--- config.mk ---
export PLATFORM = sky130hd
export DESIGN_NAME = hthc_regs
export DESIGN_NICKNAME = d
export VERILOG_FILES = /design/src/hdl/hthc_pkg.sv /design/src/hdl/hthc_regs.sv
export SDC_FILE = /design/constraint.sdc
export NUM_CORES = 1
export LEC_CHECK = 0
export BUFFER_PORTS_ARGS = -buffer_cell sky130_fd_sc_hd__buf_4
export CAP_MARGIN = 20
export CORE_MARGIN = 2
export CORE_UTILIZATION = 63
export CTS_BUF_LIST = sky130_fd_sc_hd__clkbuf_8
export CTS_CLUSTER_SIZE = 8
export DETAILED_ROUTE_END_ITERATION = 6
export HOLD_SLACK_MARGIN = 0.03
export PLACE_DENSITY_LB_ADDON = 0.3
export SYNTH_ARGS = -nofsm -noshare
export SYNTH_HDL_FRONTEND = slang
export SYNTH_SLANG_ARGS = --single-unit
--- constraint.sdc ---
create_clock -name mclk -period 3.6 [get_ports mclk]
set_input_delay 0.54 -clock mclk [delete_from_list [all_inputs] [get_ports mclk]]
set_output_delay 0.54 -clock mclk [all_outputs]
set_load 0.05 [all_outputs]
--- src/hdl/hthc_pkg.sv ---
package hthc_pkg;
    // Register offsets on the serial control port
    localparam logic [7:0] ADDR_HYBRID_TAP_EIGHT_COEFF = 8'h34;
    localparam logic [7:0] ADDR_RSVD_FIRST = 8'h35;
    localparam logic [7:0] ADDR_RSVD_LAST = 8'h3A;
    localparam logic [7:0] ADDR_CTRL = 8'h3B;
    // Control register field positions
    localparam int BIT_QUENCH_HIGH = 6;
    localparam int BIT_QUENCH_LOW = 4;
    localparam int BIT_RX_GAIN = 2;
    localparam int BIT_GUARD_EN = 1;
    // Serial frame: control byte, address byte, data byte
    localparam int BIT_CMD_READ = 5;
    localparam logic [4:0] CNT_CMD_LAST = 5'h07;
    localparam logic [4:0] CNT_ADDR_LAST = 5'h0F;
    localparam logic [4:0] CNT_DATA_LAST = 5'h17;
    localparam logic [4:0] CNT_FRAME_END = 5'h18;
    // Reset values
    localparam logic [7:0] RST_HYBRID_TAP_EIGHT_COEFF = 8'h00;
    localparam logic [3:0] RST_CTRL = 4'h0;
    localparam logic [7:0] RD_RESERVED = 8'h00;
    // On-hook release times
    localparam int MCLK_MHZ = 200;
    localparam int T_FAST_US = 500;
    localparam int T_MID_US = 3000;
    localparam int T_SLOW_US = 26000;
    // Fast time is strictly below its figure, so one cycle short
    localparam int FAST_CYC = T_FAST_US * MCLK_MHZ - 1;
    localparam int MID_CYC = T_MID_US * MCLK_MHZ;
    localparam int SLOW_CYC = T_SLOW_US * MCLK_MHZ;
    localparam int CNT_W = 23;

    typedef enum logic [2:0] {
        HK_ONHOOK = 3'b001,
        HK_OFFHOOK = 3'b010,
        HK_RELEASE = 3'b100
    } hthc_hook_t;

    typedef struct packed {
        logic [2:0] cs_s;
        logic [2:0] sclk_s;
        logic [2:0] sdi_s;
        logic cs_f;
        logic sclk_f;
        logic sdi_f;
        logic sclk_p;
        logic [4:0] bit_cnt;
        logic [7:0] shift;
        logic rd;
        logic [7:0] addr;
        logic [7:0] tx;
        logic sdo;
        logic [7:0] coeff;
        logic [3:0] ctrl;
        hthc_hook_t hk;
        logic [CNT_W-1:0] cnt;
        logic guard;
    } hthc_state_t;
endpackage : hthc_pkg

--- src/hdl/hthc_regs.sv ---
`timescale 1ns/100ps
module hthc_regs #(
    parameter int P_FAST_CYC = hthc_pkg::FAST_CYC,
    parameter int P_MID_CYC = hthc_pkg::MID_CYC,
    parameter int P_SLOW_CYC = hthc_pkg::SLOW_CYC
) (
    input wire logic mclk,
    input wire logic nrst,
    input wire logic spi_cs_n,
    input wire logic spi_sclk,
    input wire logic spi_sdi,
    output logic spi_sdo_o,
    output logic spi_sdo_oe,
    input wire logic offhook_control,
    input wire logic onhook_speed_sel_a,
    input wire logic onhook_speed_sel_b,
    input wire logic guard_companion_bit,
    output logic [7:0] hybrid_tap_eight_coeff,
    output logic hybrid_tap_eight_active,
    output logic quench_sel_high,
    output logic quench_sel_low,
    output logic rx_gain_step,
    output logic guarded_clear_enable,
    output logic loop_current_on,
    output logic guarded_clear_draw
);
    hthc_pkg::hthc_state_t q;
    hthc_pkg::hthc_state_t d;
    logic sclk_rise;
    logic sclk_fall;
    logic [7:0] byte_in;
    logic wr_done;
    logic [hthc_pkg::CNT_W-1:0] rel_cnt;

    function automatic logic [7:0] read_mux(input logic [7:0] a, input hthc_pkg::hthc_state_t s);
        logic [7:0] v;
        v = hthc_pkg::RD_RESERVED;
        if (a == hthc_pkg::ADDR_HYBRID_TAP_EIGHT_COEFF) begin
            v = s.coeff;
        end else if (a == hthc_pkg::ADDR_CTRL) begin
            // Reserved positions always read zero
            v[hthc_pkg::BIT_QUENCH_HIGH] = s.ctrl[3];
            v[hthc_pkg::BIT_QUENCH_LOW] = s.ctrl[2];
            v[hthc_pkg::BIT_RX_GAIN] = s.ctrl[1];
            v[hthc_pkg::BIT_GUARD_EN] = s.ctrl[0];
        end
        return v;
    endfunction : read_mux

    always_comb begin
        // Release time from quench and speed selects; illegal mixes fall back to fast
        if (onhook_speed_sel_a && q.ctrl[3] && q.ctrl[2]) begin
            rel_cnt = hthc_pkg::CNT_W'(P_SLOW_CYC - 1);
        end else if (!onhook_speed_sel_a && onhook_speed_sel_b && !q.ctrl[3] && !q.ctrl[2]) begin
            rel_cnt = hthc_pkg::CNT_W'(P_MID_CYC - 1);
        end else begin
            rel_cnt = hthc_pkg::CNT_W'(P_FAST_CYC - 1);
        end
    end

    always_comb begin
        d = q;
        wr_done = 1'b0;
        sclk_rise = q.sclk_f && !q.sclk_p;
        sclk_fall = !q.sclk_f && q.sclk_p;
        byte_in = {q.shift[6:0], q.sdi_f};
        // Three-stage synchronisers; a level counts once stages two and three agree
        d.cs_s = {q.cs_s[1:0], spi_cs_n};
        d.sclk_s = {q.sclk_s[1:0], spi_sclk};
        d.sdi_s = {q.sdi_s[1:0], spi_sdi};
        if (q.cs_s[1] == q.cs_s[2]) begin
            d.cs_f = q.cs_s[2];
        end
        if (q.sclk_s[1] == q.sclk_s[2]) begin
            d.sclk_f = q.sclk_s[2];
        end
        if (q.sdi_s[1] == q.sdi_s[2]) begin
            d.sdi_f = q.sdi_s[2];
        end
        d.sclk_p = q.sclk_f;
        // Serial frame
        if (q.cs_f) begin
            d.bit_cnt = 5'h00;
            d.rd = 1'b0;
            d.sdo = 1'b0;
        end else if (sclk_rise && q.bit_cnt != hthc_pkg::CNT_FRAME_END) begin
            d.shift = byte_in;
            d.bit_cnt = q.bit_cnt + 5'h01;
            if (q.bit_cnt == hthc_pkg::CNT_CMD_LAST) begin
                d.rd = byte_in[hthc_pkg::BIT_CMD_READ];
            end else if (q.bit_cnt == hthc_pkg::CNT_ADDR_LAST) begin
                d.addr = byte_in;
                d.tx = read_mux(byte_in, q);
            end else if (q.bit_cnt == hthc_pkg::CNT_DATA_LAST) begin
                wr_done = !q.rd;
            end
        end else if (sclk_fall && q.rd && q.bit_cnt > hthc_pkg::CNT_ADDR_LAST) begin
            d.sdo = q.tx[7];
            d.tx = {q.tx[6:0], 1'b0};
        end
        // Writes to reserved or unmapped numbers are dropped
        if (wr_done) begin
            if (q.addr == hthc_pkg::ADDR_HYBRID_TAP_EIGHT_COEFF) begin
                d.coeff = byte_in;
            end else if (q.addr == hthc_pkg::ADDR_CTRL) begin
                // Only defined bits are stored, so reserved ones cannot stick
                d.ctrl = {byte_in[hthc_pkg::BIT_QUENCH_HIGH], byte_in[hthc_pkg::BIT_QUENCH_LOW],
                    byte_in[hthc_pkg::BIT_RX_GAIN], byte_in[hthc_pkg::BIT_GUARD_EN]};
            end
        end
        // Hook release sequence
        unique case (q.hk)
            hthc_pkg::HK_ONHOOK: begin
                if (offhook_control) begin
                    d.hk = hthc_pkg::HK_OFFHOOK;
                end
            end
            hthc_pkg::HK_OFFHOOK: begin
                if (!offhook_control) begin
                    d.hk = hthc_pkg::HK_RELEASE;
                    d.cnt = rel_cnt;
                end
            end
            hthc_pkg::HK_RELEASE: begin
                if (offhook_control) begin
                    d.hk = hthc_pkg::HK_OFFHOOK;
                end else if (q.cnt == '0) begin
                    d.hk = hthc_pkg::HK_ONHOOK;
                end else begin
                    d.cnt = q.cnt - hthc_pkg::CNT_W'(1);
                end
            end
            default: begin
                d.hk = hthc_pkg::HK_ONHOOK;
            end
        endcase
        d.guard = (d.hk == hthc_pkg::HK_ONHOOK) && q.ctrl[0] && guard_companion_bit;
    end

    always_ff @(posedge mclk or negedge nrst) begin
        if (!nrst) begin
            q <= '0;
            q.cs_s <= 3'h7;
            q.cs_f <= 1'b1;
            q.coeff <= hthc_pkg::RST_HYBRID_TAP_EIGHT_COEFF;
            q.ctrl <= hthc_pkg::RST_CTRL;
            q.hk <= hthc_pkg::HK_ONHOOK;
        end else begin
            q <= d;
        end
    end

    assign spi_sdo_o = q.sdo;
    assign spi_sdo_oe = !q.cs_f;
    assign hybrid_tap_eight_coeff = q.coeff;
    assign hybrid_tap_eight_active = |q.coeff;
    assign quench_sel_high = q.ctrl[3];
    assign quench_sel_low = q.ctrl[2];
    assign rx_gain_step = q.ctrl[1];
    assign guarded_clear_enable = q.ctrl[0];
    assign loop_current_on = (q.hk != hthc_pkg::HK_ONHOOK);
    assign guarded_clear_draw = q.guard;
endmodule : hthc_regs

Word-level counts from Yosys, hierarchy flattened. Cells that the tools add are included.

Register bits: 83. Input port bits: 9. Word-level logic and storage cells: 115.

Add/subtract/negate cells: 2. Magnitude comparators: 1. Eq/ne operators: 22. Multiplexer cells: 35. Bitwise operators: 3. Reduce and logical (&&, ||, !) cells: 34.

Operators with widths (count): $mux W23 (3); $pmux W23 S2 (1); $eq A8 B6 Y1 const B (4); $mux W16 (2); $mux W26 (1); $logic_not A23 Y1 (1); $sub A23 B1 Y23 const B (1); $mux W22 (1); $mux W20 (1); $mux W1 (17); $logic_and A1 B1 Y1 (12); $reduce_and A4 Y1 (3); $ne A2 B2 Y1 const B (5); $reduce_bool A2 Y1 (5); $mux W3 (3); $mux W9 (1); $pmux W3 S3 (1); $mux W8 (1); $reduce_and A2 Y1 (4); $reduce_or A8 Y1 (1); $logic_not A1 Y1 (7); $eq A3 B1 Y1 const B (2); $add A5 B1 Y5 const B (1); $eq A5 B3 Y1 const B (1); 13 further kinds (18).

Logic depth before layout (Yosys ltp). Gate-level depths: netlist (run 1).

Depth after elaboration: 11. Mapped depth: 10.

Worst setup path after synthesis (run 1). Ideal clock, no wire load.

Path kind: reg2reg. Start: reg q[1] in the netlist's numbering. End: reg q[7] in the netlist's numbering. Data arrival time: 2.414 ns. Slack: 1.065 ns. Cell stages (with the launch flop): 10. Path buffers: 2. Path through: dfrtp_1 -> inv_1 -> ha_1 -> or3b_2 -> or3_1 -> buf_2 -> o21a_1 -> buf_6 -> mux2_4 -> o211a_1.

Cells in the longest elaborated chain, start to end: 4.

Ends and longest elaborated chain: start, declared (RTL line hthc_regs.sv:27) `hthc_pkg::hthc_state_t q;`; $sub A23 B1 Y23 (RTL line hthc_regs.sv:130) `d.cnt = q.cnt - hthc_pkg::CNT_W'(1);`; $mux W23 (RTL line hthc_regs.sv:127) `end else if (q.cnt == '0) begin`; $mux W23 (RTL line hthc_regs.sv:125) `if (offhook_control) begin`; $pmux W23 S2 (RTL line hthc_regs.sv:112) `unique case (q.hk)`.

Parallel ways exist; a longest one is shown, timed or not. The select of a mux whose other input is x is not followed. A chain may end at the register's enable or synchronous reset.

Final worst setup path (run 1).
Start: reg q[1] in the netlist's numbering. End: reg q[13] in the netlist's numbering.

Same word-level chain as after synthesis.

==> impl_metrics.csv, run 1 <==
group,metric,value,unit
outcome,status,"completed",
floorplanning,rows,29,
logic_synthesis,yosys.area.top_type,"dfrtp_1",
placement,dp.cells,458,
logic_synthesis,synth_warnings,0,
logic_synthesis,synth-edff-count,0,
floorplanning,die-area,7000,um^2
timing,finalSetupTns,0,ns
global_routing,grt_pass1_vias,2989,
timing,period_share,76.4,%
timing,worst_slew_pin_slew,0.759,ns
global_routing,grt_pass1_wl,14500,um
logic_synthesis,synthTopCellsByArea,"dfrtp_1 48%, mux2_2 7.6%, dfstp_2 3.3%",
route,drt_iter0_markers,245,
cells_and_area,antennaDiodeCount,0,
clock_tree,cts_resized,0,
power,power_density,569,nW/um^2
timing,clock_skew,0.0103,ns
global_routing,track_usage,26.2,%
logic_synthesis,synth_commonest_cells,"77 x dfrtp_1, 30 x nor2_1, 27 x mux2_2",
placement,dpl.hpwl,5900,um
logic_synthesis,synth_cell_types,63,
critical_path,cp_max_fo,11,
timing,slew_headroom,48.9,%
cells_and_area,layout-drive-gt1-share,22.8,%
route,routed_wl,8590,um
logic_synthesis,synth.most_common_cell,"dfrtp_1",
critical_path,crit_path_max_incr_delay,0.51,ns
critical_path,r2r_start,"q[1]",
logic_synthesis,syn_area,4000,um^2
floorplanning,fp.dieH,83.7,um
global_routing,antenna_found_initial,0,
floorplanning,io_pins,26,
route,vias_per_cell,6.39,
clock_tree,cts.path.max_buffers,2,
critical_path,required,3.84,ns
min_path,hold_start,"spi_sclk",
min_path,hold_path_depth,1,
timing,hold_viol_final,0,
placement,place.gp.congestion,0.949,
timing,rsz0062_at_grt,"no",
logic_synthesis,ys_dominant_reg_cell,"dfrtp_1",
global_routing,grt_max_degree,83,
critical_path,arrival,2.99,ns
clock_tree,cts-root-buf,"clkbuf_8",
critical_path,endpoint_kind,"register",
clock_tree,cts_tree,"done",
logic_synthesis,synth-seq-area-share,51.5,%
route,drc,0,
logic_synthesis,ys_ff_latch,82,
timing,drv_slew,0,
cells_and_area,instances_no_fill,476,
critical_path,reg2reg_depth,8,
critical_path,crit_buf_inv,2,
route,postRouteAntennaNets,0,
min_path,hold-path-endpoint,"d[78]",
logic_synthesis,async_reset_ff_share,100,%
route,vias,3040,
logic_synthesis,synth_cells,371,
floorplanning,core_area,6240,um^2
min_path,hold_class,"input pin to register",
critical_path,startpoint_type,"register",
job,cap_viol_max_count,0,
clock_tree,clkLatencyLatePin,0.35,ns
logic_synthesis,avgSynthCellArea,10.8,um^2
floorplanning,initial_utilization,64.1,%
cells_and_area,syn2layout_area_growth,11.5,%
power,worst_ir_drop_vdd,0.000332,V
timing,setup_viol,0,
critical_path,crit_chain,"inv_1, ha_1, or3b_2, or3_1, o21ai_1, buf_4, a22oi_1, o22a_1",
global_routing,overflow,0,
timing,max_freq,364,MHz
power,p_leak,1.98,nW
critical_path,cpLargestDelayFamily,"simple AND/OR/NAND/NOR gates",
clock_tree,cts_buffers,9,
cells_and_area,fillers,448,
clock_tree,h-tree-depth,3,
logic_synthesis,syn_nets,384,
route,wl_per_cell,18.0,um
critical_path,critPathSlowestCell,"or3b_2",
floorplanning,dieWidth,83.7,um
logic_synthesis,synth_top_area_share,48.2,%
critical_path,rr_endpoint,"q[13]",
clock_tree,cts.clk_slew.worst_paths,0.09,ns
cells_and_area,nets,407,
timing,finalCriticalPeriod,2.75,ns
route,dr.pass1.iters,4,
critical_path,rrSetupSlack,0.85,ns
placement,io_buffers,25,
clock_tree,cts_sinks,82,
critical_path,crit_type,"register to register",
-- area by class of cell --
cell class / instances / area [um^2] / share of cell area (%)
clock inverter: 6 / 72.6 / 1.63
clock buffer: 10 / 138 / 3.09
sequential: 82 / 2060 / 46.2
timing repair buffer: 35 / 285 / 6.40
tap: 77 / 96.3 / 2.16
inverter: 14 / 52.6 / 1.18
multi-input combinational: 252 / 1760 / 39.4
-- through the flow --
stage               total power, W  setup slack, ns  utilization [%]  cell area [um^2]  hold WS [ns]
finish                     0.00254            0.850             71.5              4460         0.298
CTS                        0.00254            0.878             70.9              4420         0.284
global route               0.00267            0.678             71.5              4460         0.274
detailed placement         0.00185            0.891             67.5              4210         0.336
floorplan                  0.00167             1.07                -              4000         0.244
global placement           0.00183            0.893             67.5              4210         0.335
-- registers in the layout (all words and copies together), names as in the netlist --
signal / flops
quench_sel_low: 1
quench_sel_high: 1
hybrid_tap_eight_coeff: 8
byte_in: 8
d: 7
rx_gain_step: 1
spi_sdo_o: 1
guarded_clear_enable: 1
guarded_clear_draw: 1
q: 53
-- logic make-up (layout without fill, tap and decap cells) --
kind of cell | count (synthesis) | after routing | synth area share (%)
AOI/OAI and AO/OA | 81 | 81 | 14.3
DFF | 82 | 82 | 51.5
muxes | 30 | 30 | 8.48
buffers and inverters | 37 | 65 | 4.60
adders and majority gates | 7 | 7 | 2.00
and+or+nand+nor | 127 | 127 | 17.6
xor gates and xnor gates | 7 | 7 | 1.53
-- report_power, final --
group	leakage (nW)	switching, W	internal [W]
clock network	0.103	0.000343	0.000347
registers	1.04	0.000252	0.00110
logic	0.832	0.000248	0.000247
total	1.98	0.000843	0.00169
-- routing by layer --
layer  vias up  part of all wire, %  track usage, %
li1       1423                    -               -
met1      1495                   44            35.1
met2       108                   50            41.7
met3        14                  5.4            5.84
met4         0                  1.5            10.4
met5         -                    0               0
-- worst max-delay path by stage --
stage / from / to / slack, ns / depth (start not counted)
floorplan: q[1] / q[7] / 1.07 / 9
global route: q[65] / guarded_clear_enable / 0.68 / 8
CTS: q[65] / guarded_clear_enable / 0.88 / 8
finish: q[1] / q[13] / 0.85 / 8
detailed placement: q[1] / q[13] / 0.89 / 8
global placement: q[14] / q[13] / 0.89 / 6
-- placed cells by master, fill, tap and decap left out, types with 3 or more instances in the layout --
master	instances
dfrtp_1	77
buf_4	33
nor2_1	30
mux2_2	27
nand2_1	22
a21oi_1	20
inv_1	13
a31oi_1	12
nor4_1	11
clkbuf_8	10
nor3_1	9
or4_1	8
nor2b_1	6
xor2_1	5
nor4b_1	5
o22a_1	5
o22ai_1	5
dfstp_2	5
and3_1	4
or3_1	4
o21ai_0	4
nand2b_1	4
o211ai_1	4
nand3_1	4
a22oi_1	4
a32oi_1	4
ha_1	4
nor3b_1	3
maj3_1	3
a2bb2oi_1	3
nand4_1	3
o221a_1	3
-- worst reg2reg max path, cell delays in order, from the launching register on --
cell and delay (ns):
dfrtp_1 0.42, inv_1 0.09, ha_1 0.18, or3b_2 0.51, or3_1 0.51, o21ai_1 0.36, buf_4 0.25, a22oi_1 0.11
o22a_1 0.22
-- what timing repair did --
action                                  CTS  global route
hold endpoints to repair                  0             7
buffers inserted                          0             0
endpoints found under the setup margin    0             0
hold buffers                              0             1
(Power assumes the default switching activity.)
==> inputs of run 2 (changes only) <==
CORE_UTILIZATION = 57   (was 63)
clock period = 2.51 ns   (was 3.6 ns; I/O delays follow)
==> impl_metrics.csv, run 2 (same netlist as run 1, synthesis figures left out) <==
group,metric,value,unit
outcome,status,"completed",
cells_and_area,layout-drive-gt1-share,28.6,%
cells_and_area,mostFrequentLayoutCell,"dfrtp_1",
timing,finalCriticalPeriod,2.46,ns
power,worst_ir_drop_vdd,0.000563,V
floorplanning,die-area,7700,um^2
cells_and_area,utilization,69.7,%
timing,setup_viol,0,
floorplanning,initial_utilization,58.9,%
route,drc,0,
cells_and_area,layout_common_cells,"77 x dfrtp_1, 59 x buf_4, 30 x nor2_1",
clock_tree,cts.path.max_buffers,2,
clock_tree,cts_sinks,82,
clock_tree,cts_tree,"done",
floorplanning,rows,30,
route,wl_per_cell,17.4,um
placement,placed_area,4450,um^2
timing,clock_skew,0.00962,ns
global_routing,track_usage,25.7,%
cells_and_area,top_register,"q",
cells_and_area,fillers,497,
clock_tree,cts.clk_slew.worst_paths,0.09,ns
global_routing,grt_pass1_vias,3154,
route,vias_per_cell,6.02,
route,dr.pass1.iters,4,
timing,worst_slew_pin_slew,0.814,ns
critical_path,crit_path_max_incr_delay,0.40,ns
critical_path,crit_buf_inv,1,
clock_tree,h-tree-depth,3,
floorplanning,fp.dieH,87.8,um
clock_tree,cts-root-buf,"clkbuf_8",
critical_path,crit_type,"register to register",
cells_and_area,multi_input_area,1800,um^2
power,power_density,821,nW/um^2
global_routing,overflow,0,
critical_path,cpLargestDelayFamily,"simple AND/OR/NAND/NOR gates",
placement,io_buffers,25,
cells_and_area,instances_no_fill,522,
timing,max_freq,407,MHz
global_routing,grt_pass1_wl,15200,um
cells_and_area,syn2layout_area_growth,18.5,%
critical_path,required,2.75,ns
floorplanning,dieWidth,87.8,um
route,routed_wl,9080,um
critical_path,rrSetupSlack,0.05,ns
global_routing,antenna_found_initial,0,
critical_path,startpoint_type,"register",
critical_path,cp_max_fo,4,
min_path,hold_class,"input pin to register",
placement,place.gp.congestion,0.955,
floorplanning,io_pins,26,
route,postRouteAntennaNets,0,
cells_and_area,regArea,2060,um^2
floorplanning,core_area,6790,um^2
critical_path,crit_chain,"ha_1, and3_1, ha_2, nor4b_2, nand4b_1, nor4_4, nand4_1, buf_4, mux2_2",
timing,hold_viol_final,0,
cells_and_area,nets,434,
cells_and_area,post-route-cell-area,4740,um^2
critical_path,arrival,2.70,ns
placement,dp.cells,504,
timing,drv_slew,0,
placement,dpl.hpwl,6090,um
cells_and_area,antennaDiodeCount,0,
global_routing,grt_max_degree,43,
critical_path,critPathSlowestCell,"dfrtp_1",
job,cap_viol_max_count,0,
clock_tree,cts_buffers,9,
route,drt_iter0_markers,176,
clock_tree,clkLatencyLatePin,0.36,ns
timing,slew_headroom,45.2,%
cells_and_area,largest_reg_flops,53,
timing,period_share,98.0,%
route,vias,3140,
critical_path,endpoint_kind,"register",
power,p_leak,2.12,nW
[run 2: stage by stage]
step	hold WS, ns	TNS, ns	setup slack [ns]	total power [W]
after floorplan	0.0809	0	0.0169	0.00240
after CTS	0.111	0	0.0111	0.00388
final	0.125	0	0.0509	0.00389
after detailed placement	0.336	-0.0198	-0.00568	0.00279
after global routing	0.108	-0.155	-0.0401	0.00411
after global placement	0.336	0	0.0724	0.00275
[run 2: final timing paths]
check / end / start / cells past startpoint
worst max register to register: quench_sel_high / q[65] / 9
worst min-delay path: d[81] / spi_cs_n / 1
min in group asynchronous: q[41] / nrst / 2
worst max-delay path: quench_sel_high / q[65] / 9
max in group asynchronous: d[81] / nrst / 3
worst min register to register: d[76] / d[75] / 0
[run 2: power breakdown]
group          internal, W  switching (W)
registers          0.00158       0.000298
logic             0.000464       0.000465
clock network     0.000589       0.000495
total              0.00263        0.00126
[run 2: cell type report]
cell class / instances / area share (%)
Clock buffer: 10 / 2.90
Clock inverter: 6 / 1.87
Inverter: 14 / 1.11
Multi-Input combinational cell: 252 / 37.9
Sequential cell: 82 / 43.4
Tap cell: 96 / 2.53
Timing Repair Buffer: 62 / 10.2
[run 2: timing repair]
item	CTS	global route
hold buffers	1	0
pin swaps	0	3
hold endpoints to repair	39	0
buffers inserted	0	1
setup endpoints to repair	16	23
gates resized for setup	2	7
cloned	0	0
[run 2: routing by layer]
layer	up-vias	GRT usage, %	routed length, um
met5	-	0	0
met4	0	8.53	130
met3	12	6.79	502
met2	103	41.6	4490
met1	1546	33.8	3960
li1	1479	-	-
==> inputs of run 3 (changes only) <==
BUFFER_PORTS_ARGS = unset   (was -buffer_cell sky130_fd_sc_hd__buf_4)
CORE_UTILIZATION = 59   (was 57)
DONT_BUFFER_PORTS = 1   (was unset)
==> impl_metrics.csv, run 3 (same netlist as run 1, synthesis figures left out) <==
group,metric,value,unit
outcome,status,"completed",
clock_tree,cts-root-buf,"clkbuf_8",
placement,dp.cells,463,
placement,dpl.hpwl,6270,um
route,drt_iter0_markers,191,
floorplanning,die-area,7450,um^2
route,vias,3163,
timing,worst_slew_pin_slew,0.638,ns
cells_and_area,regArea,2060,um^2
clock_tree,cts_buffers,9,
cells_and_area,multi_input_area,1810,um^2
clock_tree,cts_sinks,82,
critical_path,arrival,2.69,ns
floorplanning,io_pins,26,
floorplanning,rows,30,
critical_path,reg2reg_depth,8,
floorplanning,dieWidth,86.3,um
critical_path,critPathSlowestCell,"dfrtp_1",
critical_path,rr_endpoint,"quench_sel_high",
min_path,hold_class,"input pin to register",
critical_path,cp_max_fo,4,
critical_path,required,2.76,ns
cells_and_area,mostFrequentLayoutCell,"dfrtp_1",
global_routing,grt_max_degree,83,
cells_and_area,top_register,"q",
clock_tree,cts.clk_slew.worst_paths,0.09,ns
placement,io_buffers,0,
critical_path,crit_chain,"ha_1, and3_4, ha_2, nor4b_4, nand4b_1, nor4_4, nand4_1, mux2_4",
cells_and_area,fillers,498,
route,wl_per_cell,19.2,um
cells_and_area,instances_no_fill,486,
cells_and_area,layout_common_cells,"77 x dfrtp_1, 37 x buf_4, 30 x nor2_1",
global_routing,grt_pass1_vias,3087,
timing,setup_viol,0,
critical_path,rrSetupSlack,0.07,ns
global_routing,antenna_found_initial,0,
global_routing,grt_pass1_wl,15000,um
job,cap_viol_max_count,0,
power,power_density,831,nW/um^2
power,worst_ir_drop_vdd,0.000495,V
floorplanning,core_area,6680,um^2
placement,place.gp.congestion,1.01,
clock_tree,h-tree-depth,3,
critical_path,crit_type,"register to register",
route,vias_per_cell,6.51,
global_routing,overflow,0,
cells_and_area,layout-drive-gt1-share,25.4,%
route,routed_wl,9320,um
placement,placed_area,4230,um^2
timing,period_share,97.1,%
timing,finalSetupTns,0,ns
critical_path,endpoint_kind,"register",
power,p_leak,2.01,nW
floorplanning,fp.dieH,86.3,um
critical_path,crit_path_max_incr_delay,0.39,ns
floorplanning,initial_utilization,59.9,%
timing,finalCriticalPeriod,2.44,ns
cells_and_area,nets,414,
route,dr.pass1.iters,5,
cells_and_area,antennaDiodeCount,0,
critical_path,r2r_start,"q[65]",
clock_tree,cts_tree,"done",
clock_tree,cts.path.max_buffers,2,
timing,finalHoldWorstSlack,0.0470,ns
timing,clock_skew,0.00903,ns
cells_and_area,largest_reg_flops,53,
critical_path,crit_end,"quench_sel_high",
clock_tree,clkLatencyLatePin,0.36,ns
cells_and_area,post-route-cell-area,4570,um^2
timing,hold_viol_final,0,
route,postRouteAntennaNets,0,
timing,slew_headroom,57.1,%
route,drc,0,
critical_path,startpoint_type,"register",
timing,max_freq,410,MHz
global_routing,track_usage,25.9,%
cells_and_area,syn2layout_area_growth,14.3,%
timing,drv_slew,0,
critical_path,startpoint,"q[65]",
-- run 3: metrics by stage --
stage	util [%]	power, W	worst slack (ns)
3_5_place_dp	63.4	0.00275	-0.0348
3_3_place_gp	63.4	0.00272	-0.0109
2_1_floorplan	-	0.00240	0.0169
6_report	68.4	0.00380	0.0722
4_1_cts	67.2	0.00376	0.00964
5_1_grt	68.4	0.00399	-0.0520
-- run 3: worst min-delay path by stage --
| stage | from | end | slack [ns] | cells after the start |
|---|---|---|---|---|
| 3_5_place_dp | nrst | q[42] | 0.08 | 0 |
| 2_1_floorplan | nrst | byte_in[0] | 0.08 | 0 |
| 5_1_grt | spi_sclk | d[78] | 0.03 | 0 |
| 3_3_place_gp | nrst | q[42] | 0.08 | 0 |
| 6_report | spi_sclk | d[78] | 0.05 | 0 |
| 4_1_cts | spi_sdi | d[75] | 0.04 | 0 |
-- run 3: per-layer routing --
layer / GRT usage [%] / wire length, um
met5: 0 / 0
met4: 9.52 / 240
met3: 5.24 / 500
met2: 43.9 / 4730
met1: 32.9 / 3850
-- run 3: layout make-up --
class / count / area share, %
clock buffer: 9 / 2.71
clock inverter: 7 / 1.67
inverter: 14 / 1.15
multi-input combinational: 252 / 39.7
sequential: 82 / 45.0
tap: 80 / 2.19
timing repair buffer: 42 / 7.58
-- run 3: worst max-delay path, delay by kind of cell (launching register included) --
family,cells,cell delay (ns)
adder cells (fa/ha/maj),2,0.41
multiplexers,1,0.36
AND/OR/NAND/NOR,5,1.17
flip-flops,1,0.39
-- run 3: repair_timing --
action | 4_1_cts | 5_1_grt
hold endpoints to repair | 83 | 1
buffers inserted | 0 | 3
pin swaps | 0 | 5
setup endpoints to repair | 5 | 33
gates cloned | 0 | 0
hold buffers | 3 | 1
resized for setup | 2 | 11
-- run 3: report_power, final --
group / switching [W] / total, W / internal, W
logic: 0.000484 / 0.000951 / 0.000467
clock network: 0.000509 / 0.000977 / 0.000468
registers: 0.000293 / 0.00187 / 0.00158
total: 0.00129 / 0.00380 / 0.00251
